File: src/design/sps_defs.svh
// width, fifo depth and reset values of the shift and store block
`ifndef SPS_DEFS_SVH
`define SPS_DEFS_SVH
`define SPS_WIDTH 8
`define SPS_FIFO_DEPTH 16
`define SPS_SHIFT_RST 8'h00
`define SPS_STORE_RST 8'h00
`endif

File: src/design/sps_pkg.sv
// types shared by the shift and store block
package sps_pkg;
  typedef logic [7:0] sps_byte_t;
  typedef enum logic {
    SPS_TRISTATE,
    SPS_OPEN_DRAIN
  } sps_variant_e;
endpackage : sps_pkg

File: src/design/sps_fifo.sv
// small synchronous fifo with valid and ready on both sides
`timescale 1ns/1ps
module sps_fifo #(
  parameter int WIDTH = 8,
  parameter int DEPTH = 16
) (
  // clock and reset
  input wire logic ref_clk,
  input wire logic rst,
  // fill side
  input wire logic in_valid,
  output logic in_ready,
  input wire logic [WIDTH-1:0] in_data,
  // drain side
  output logic out_valid,
  input wire logic out_ready,
  output logic [WIDTH-1:0] out_data
);
  localparam int AW = $clog2(DEPTH);
  typedef struct packed {
    logic [AW:0] wr;
    logic [AW:0] rd;
    logic [WIDTH-1:0] dout;
    logic dvalid;
  } sps_fifo_s;
  sps_fifo_s st_q, st_d;
  logic [WIDTH-1:0] mem_q [DEPTH];
  logic full, empty, push, pop;

  // occupancy flags and handshakes
  assign full = (st_q.wr[AW-1:0] == st_q.rd[AW-1:0]) && (st_q.wr[AW] != st_q.rd[AW]);
  assign empty = (st_q.wr == st_q.rd);
  assign in_ready = !full;
  assign push = in_valid && !full;
  assign pop = !empty && (!st_q.dvalid || out_ready);
  assign out_valid = st_q.dvalid;
  assign out_data = st_q.dout;

  // pointer and output register update
  always_comb begin
    st_d = st_q;
    if (push) begin
      st_d.wr = st_q.wr + 1'b1;
    end
    if (out_ready && st_q.dvalid) begin
      st_d.dvalid = 1'b0;
    end
    if (pop) begin
      st_d.rd = st_q.rd + 1'b1;
      st_d.dout = mem_q[st_q.rd[AW-1:0]];
      st_d.dvalid = 1'b1;
    end
  end

  always_ff @(posedge ref_clk or posedge rst) begin
    if (rst) begin
      st_q <= '0;
    end else begin
      st_q <= st_d;
    end
  end

  // storage array, no reset needed
  always_ff @(posedge ref_clk) begin
    if (push) begin
      mem_q[st_q.wr[AW-1:0]] <= in_data;
    end
  end
endmodule : sps_fifo

File: src/design/sps_shift_store.sv
// eight-bit serial-in parallel-out shift register with storage register
// Operation
// - eight-stage shift register feeds an eight-bit storage register.
// - shift and store each have their own clock input.
// - both act on rising edges only; levels and falling edges hold.
// - common clocks: storage takes pre-edge shift contents, one shift behind.
// - low clear zeroes shift stages at once; storage untouched.
// - rising shift edge: first stage takes serial input, others shift along.
// - no shift edge and clear high: stages hold.
// - rising store edge copies all eight stages in parallel.
// - no store edge: storage holds whatever else happens.
// - outputs driven while enable low (open-drain: only bits storing zero), released while high.
// - last stage appears on serial output for cascading.
// - parallel outputs three-state or open-drain, same register behaviour.
`timescale 1ns/1ps
`include "sps_defs.svh"
module sps_shift_store #(
  parameter int WIDTH = `SPS_WIDTH,
  parameter int FIFO_DEPTH = `SPS_FIFO_DEPTH,
  parameter sps_pkg::sps_variant_e VARIANT = sps_pkg::SPS_TRISTATE
) (
  // clock and reset
  input wire logic ref_clk,
  input wire logic rst,
  // serial side
  input wire logic serial_in,
  input wire logic shift_clk,
  input wire logic shift_clear_n,
  output logic serial_out,
  // storage side
  input wire logic store_clk,
  input wire logic output_enable_n,
  // parallel pins
  output logic [WIDTH-1:0] parallel_out,
  output logic [WIDTH-1:0] parallel_oe,
  // stored word stream
  output logic word_valid,
  input wire logic word_ready,
  output logic [WIDTH-1:0] word_data,
  output logic word_overflow
);
  typedef struct packed {
    logic shift_clk_prev;
    logic store_clk_prev;
    logic [WIDTH-1:0] shift_reg;
    logic [WIDTH-1:0] store_reg;
    logic overflow;
  } sps_state_s;
  sps_state_s st_q, st_d;
  logic shift_rise, store_rise, fifo_ready;
  logic [WIDTH-1:0] shift_now;

  // edge detection on the sampled clock pins
  assign shift_rise = shift_clk && !st_q.shift_clk_prev;
  assign store_rise = store_clk && !st_q.store_clk_prev;
  // clear overrides the registered stages combinationally
  assign shift_now = shift_clear_n ? st_q.shift_reg : '0;

  // next-state logic
  always_comb begin
    st_d = st_q;
    st_d.shift_clk_prev = shift_clk;
    st_d.store_clk_prev = store_clk;
    if (!shift_clear_n) begin
      st_d.shift_reg = '0;
    end else if (shift_rise) begin
      st_d.shift_reg = {st_q.shift_reg[WIDTH-2:0], serial_in};
    end // else hold
    if (store_rise) begin
      st_d.store_reg = shift_now; // pre-edge contents
    end // else hold
    if (store_rise && !fifo_ready) begin
      st_d.overflow = 1'b1; // sticky, cleared only by reset
    end
  end

  always_ff @(posedge ref_clk or posedge rst) begin
    if (rst) begin
      st_q <= {1'b0, 1'b0, `SPS_SHIFT_RST, `SPS_STORE_RST, 1'b0};
    end else begin
      st_q <= st_d;
    end
  end

  // cascade output straight from the last stage
  assign serial_out = shift_now[WIDTH-1];

  // pin drivers for both output variants
  always_comb begin
    if (VARIANT == sps_pkg::SPS_OPEN_DRAIN) begin
      parallel_out = '0;
      parallel_oe = output_enable_n ? '0 : ~st_q.store_reg;
    end else begin
      parallel_out = st_q.store_reg;
      parallel_oe = output_enable_n ? '0 : '1;
    end
  end
  assign word_overflow = st_q.overflow;

  // each stored word is queued for the consumer while the fifo has room
  sps_fifo #(
    .WIDTH(WIDTH),
    .DEPTH(FIFO_DEPTH)
  ) u_fifo (
    .ref_clk(ref_clk),
    .rst(rst),
    .in_valid(store_rise),
    .in_ready(fifo_ready),
    .in_data(shift_now),
    .out_valid(word_valid),
    .out_ready(word_ready),
    .out_data(word_data)
  );

  // store follows shift by one edge when clocks are tied
  tied_lag_a: assert property (@(posedge ref_clk) disable iff (rst)
    store_rise |=> st_q.store_reg == $past(shift_now))
    else $error("storage did not take pre-edge shift contents");
  clear_zero_a: assert property (@(posedge ref_clk) disable iff (rst)
    !shift_clear_n |-> serial_out == 1'b0 ##1 st_q.shift_reg == '0)
    else $error("clear did not zero shift stages");
  shift_move_a: assert property (@(posedge ref_clk) disable iff (rst)
    shift_clear_n && shift_rise |=> st_q.shift_reg ==
      {$past(st_q.shift_reg[WIDTH-2:0]), $past(serial_in)})
    else $error("shift edge did not move stages");
  shift_hold_a: assert property (@(posedge ref_clk) disable iff (rst)
    shift_clear_n && !shift_rise |=> $stable(st_q.shift_reg))
    else $error("shift stages changed without edge");
  store_hold_a: assert property (@(posedge ref_clk) disable iff (rst)
    !store_rise |=> $stable(st_q.store_reg))
    else $error("storage changed without edge");
  level_hold_a: assert property (@(posedge ref_clk) disable iff (rst)
    shift_clk && $past(shift_clk) && shift_clear_n |=> $stable(st_q.shift_reg))
    else $error("high shift clock level moved stages");
  out_enable_a: assert property (@(posedge ref_clk) disable iff (rst)
    output_enable_n |-> parallel_oe == '0)
    else $error("outputs driven while disabled");
  cascade_out_a: assert property (@(posedge ref_clk) disable iff (rst)
    shift_clear_n && shift_rise ##1 shift_clear_n |->
      serial_out == $past(st_q.shift_reg[WIDTH-2]))
    else $error("serial output not last stage");
endmodule : sps_shift_store

File: config.mk
export PLATFORM = sky130hd
export DESIGN_NAME = sps_shift_store
export DESIGN_NICKNAME = d
export VERILOG_FILES = /design/src/design/sps_pkg.sv /design/src/design/sps_fifo.sv /design/src/design/sps_shift_store.sv
export VERILOG_INCLUDE_DIRS = /design/src /design/src/design
export SDC_FILE = /design/constraint.sdc
export NUM_CORES = 1
export LEC_CHECK = 0
export BUFFER_PORTS_ARGS = -buffer_cell sky130_fd_sc_hd__buf_2
export CORE_ASPECT_RATIO = 0.75
export CORE_MARGIN = 2
export CORE_UTILIZATION = 31
export CTS_CLUSTER_DIAMETER = 120
export DETAILED_ROUTE_END_ITERATION = 16
export PLACE_DENSITY = 0.49
export SLEW_MARGIN = 20
export SYNTH_ARGS = -nofsm -noshare
export SYNTH_HDL_FRONTEND = slang
export SYNTH_SLANG_ARGS = --single-unit
export TNS_END_PERCENT = 100
File: constraint.sdc
create_clock -name ref_clk -period 2.04 [get_ports ref_clk]
set_input_delay 0.102 -clock ref_clk [delete_from_list [all_inputs] [get_ports ref_clk]]
set_output_delay 0.102 -clock ref_clk [all_outputs]
set_load 0.02 [all_outputs]
==> flow_summary.yaml <==
placement:
  hpwl_um: 9860
  gp_congestion: 0.824
  place.port_buffers: 34
  placed_cell_area_um2: 7620
  place_ws_ps: -20.9
global_routing:
  grt_pass1_vias: 3681
  overflow: 0
  grt_max_degree: 39
  grtUsageTotal: 0.138
  antenna_found_initial: 0
  grt_pass1_wl_um: 23000
setup_path:
  arrival_ps: 2330
  cp-startpoint: "u_fifo.st_q[10]$_DFFE_PP0P_"
  path_cells: "buf_12 > mux4_2 > mux2_2 > a22o_1 > mux2_4"
  critPathRequiredTime_ps: 2360
  critPathSlowestCell: "mux4_2"
  endpoint_kind: "flip-flop"
  r2r_cells: 5
  start_kind: "flip-flop"
  r2r_start: "u_fifo.st_q[10]$_DFFE_PP0P_"
  r2r_end: "u_fifo.out_data[2]$_DFFE_PP0P_"
  r2r_slack_ps: 30
  max_stage_delay_ps: 510
  path_class: "reg2reg"
  endpoint: "u_fifo.out_data[2]$_DFFE_PP0P_"
  worstPathMaxFanout: 12
routing:
  drc: 0
  wl_per_cell_um: 19.9
  drt_first_pass_iters: 4
  routed_wl_um: 15300
  vias_per_cell: 4.61
  vias: 3539
  detail-route-antenna-nets: 0
  drtIter0Drc: 463
layout:
  fillers: 2037
  area_growth_pct: 21.8
  nets: 473
  antenna_cells: 0
  drive_gt1_frac: 0.332
  final_cell_area_um2: 8370
timing:
  finalHoldViolCount: 0
  hold_ws_ps: 31.2
  setup_viol: 0
  finalMaxSlewViolations: 0
  fin_worst_skew_ps: 12.5
  worst_pin_slew_ps: 639
  rsz0062_at_grt: "yes"
  tns_ps: 0
  period_share: 0.984
  maxSlewHeadroom: 0.573
  setup_ws_ps: 31.7
  max_clock_freq_mhz: 498
  period_minus_slack_ps: 2010
synthesis:
  syn_nets: 414
  syn_avg_cell_area_um2: 17.1
  synth_edf_count: 128
  ys_seq_area_frac: 0.697
  synth-seq-cells: 166
  ys_top_cells_by_area: "edfxtp_1 56%, dfrtp_1 14%, mux4_2 7.9%, buf_4 2.7%, mux2i_1 2.5%"
  async_flop_share: 0.229
  yosys_warnings: 0
  synth_cell_types: 36
  synth_ff_type: "edfxtp_1"
  synth_top_cell_by_area: "edfxtp_1"
  syn_area_um2: 6870
  yosysTopAreaCellShare: 0.559
  netlist_instances: 401
floorplanning:
  coreArea_um2: 21900
  fp.dieH_um: 133
  die-width_um: 176
  pin_count: 35
  start_util: 0.313
  die-area_um2: 23400
  fp-row-count: 47
worst_hold_path:
  hp-class: "in2reg"
clocking:
  htreeDepth: 4
  cts_tree: "built"
  cts_max_path_buffers: 2
  insertion_delay_ps: 430
  clk_pin_slew_ps: 70
  cts_sinks: 166
  ctsRootBufferMaster: "clkbuf_16"
  cts-buffers-inserted: 17
power:
  pwr_density_cell_nw_per_um2: 1330
  worst_ir_drop_vdd_mv: 0.635
  p_leak_nw: 3.30
job:
  cap_viol_max_count: 0
outcome:
  status: "finished, final reports clean"
-- how the worst min path moves through the flow --
| stage | startpoint | endpoint | slack, ps | depth (start not counted) |
|---|---|---|---|---|
| after detailed placement | shift_clk | st_q[18]$_DFF_PP0_ | 240 | 1 |
| after global routing | shift_clear_n | parallel_out[4]$_DFFE_PP0P_ | 70 | 3 |
| final | shift_clear_n | parallel_out[1]$_DFFE_PP0P_ | 30 | 3 |
| after global placement | shift_clk | st_q[18]$_DFF_PP0_ | 230 | 1 |
| after CTS | shift_clear_n | parallel_out[4]$_DFFE_PP0P_ | 30 | 3 |
| after floorplan | store_clk | st_q[17]$_DFF_PP0_ | 130 | 0 |
-- state kept, by name, summed over array words and instances (netlist names) --
signal	count
u_fifo.mem_q	128
u_fifo.st_q	10
u_fifo.out_valid	1
parallel_out	8
st_q	10
u_fifo.out_data	8
word_overflow	1
-- layer usage --
metal	part of all wire	GRT usage	vias up
met5	0	0	-
met1	0.48	0.208	1797
met2	0.43	0.195	104
met3	0.081	0.0302	10
li1	-	-	1628
met4	0.0064	0.0468	0
-- critical path: cells and delay by family (launching register included) --
kind / cells / cell delay, ps
flops: 1 / 450
mux: 3 / 1030
compound gates: 1 / 230
buf+inv: 1 / 190
-- final cells by class --
cell class	count	area, um2	area share
clock inverter	14	173	0.0206
multi-input combinational	180	1790	0.214
sequential	166	4800	0.573
clock buffer	18	429	0.0513
timing repair buffer	83	768	0.0918
inverter	12	45.0	0.00538
tap	294	368	0.0439
-- Yosys cell counts (2+ instances only) --
cell type and n:
clkbuf_1 5, nor2b_1 7, o211ai_1 4, a22o_1 8, nand2_1 21, o21ai_1 14
ha_1 5, mux2_1 2, dfrtp_1 38, and2_1 2, buf_6 3, buf_2 7
buf_4 25, a221oi_1 8, mux4_2 24, and3_1 14, xor2_1 3, nand2b_1 11
xnor2_1 11, mux2i_1 17, inv_1 12, nor2_1 2, mux2_4 8, nand3_1 2
mux2_2 9, buf_1 2, edfxtp_1 128
-- power breakdown --
group	internal (mW)	leakage, nW	switching, mW
Combinational	1.88	1.25	1.78
Clock	1.94	0.287	1.35
Sequential	3.92	1.76	0.233
-- through the flow --
step,std cells,util,total power [mW]
2_1_floorplan,401,-,6.60
3_3_place_gp,725,0.347,7.67
3_5_place_dp,725,0.347,7.70
4_1_cts,762,0.378,11.0
5_1_grt,767,0.382,11.6
6_report,767,0.382,11.1
-- layout by cell type, fill, tap and decap left out, types with 2 or more instances in the layout --
cell type	n
mux2i_1	17
clkbuf_16	18
inv_6	3
o211ai_1	4
buf_2	34
dfrtp_1	36
xnor2_1	10
a221oi_1	8
buf_12	16
mux2_4	12
mux4_2	24
clkinvlp_4	3
dfrtp_2	2
ha_1	5
and2_1	2
inv_1	11
dlygate4sd3_1	5
xor2_1	3
mux2_1	2
edfxtp_1	128
mux2_2	5
nor2b_1	6
nand3_1	2
bufinv_16	3
buf_4	27
nand2b_1	11
nand2_1	21
clkinv_2	2
and3_1	14
nor2_1	2
o21ai_1	14
a22o_1	8
-- cell families (layout without fill, tap and decap cells) --
group           Yosys count  after routing  synth area share
flops                   166            166             0.697
simple gates             62             62            0.0479
mux                      60             60             0.139
buf+inv                  55            127            0.0484
compound gates           39             39            0.0404
xor+xnor                 14             14            0.0178
fa+ha+maj                 5              5           0.00910
-- repair_timing --
item	4_1_cts	5_1_grt
hold endpoints to repair	41	0
setup buffers	0	3
hold buffers	5	0
gates cloned	0	2
pin swaps	4	0
gates resized for setup	5	12
endpoints found under the setup margin	5	106
Power figures use the tool's default switching activity.
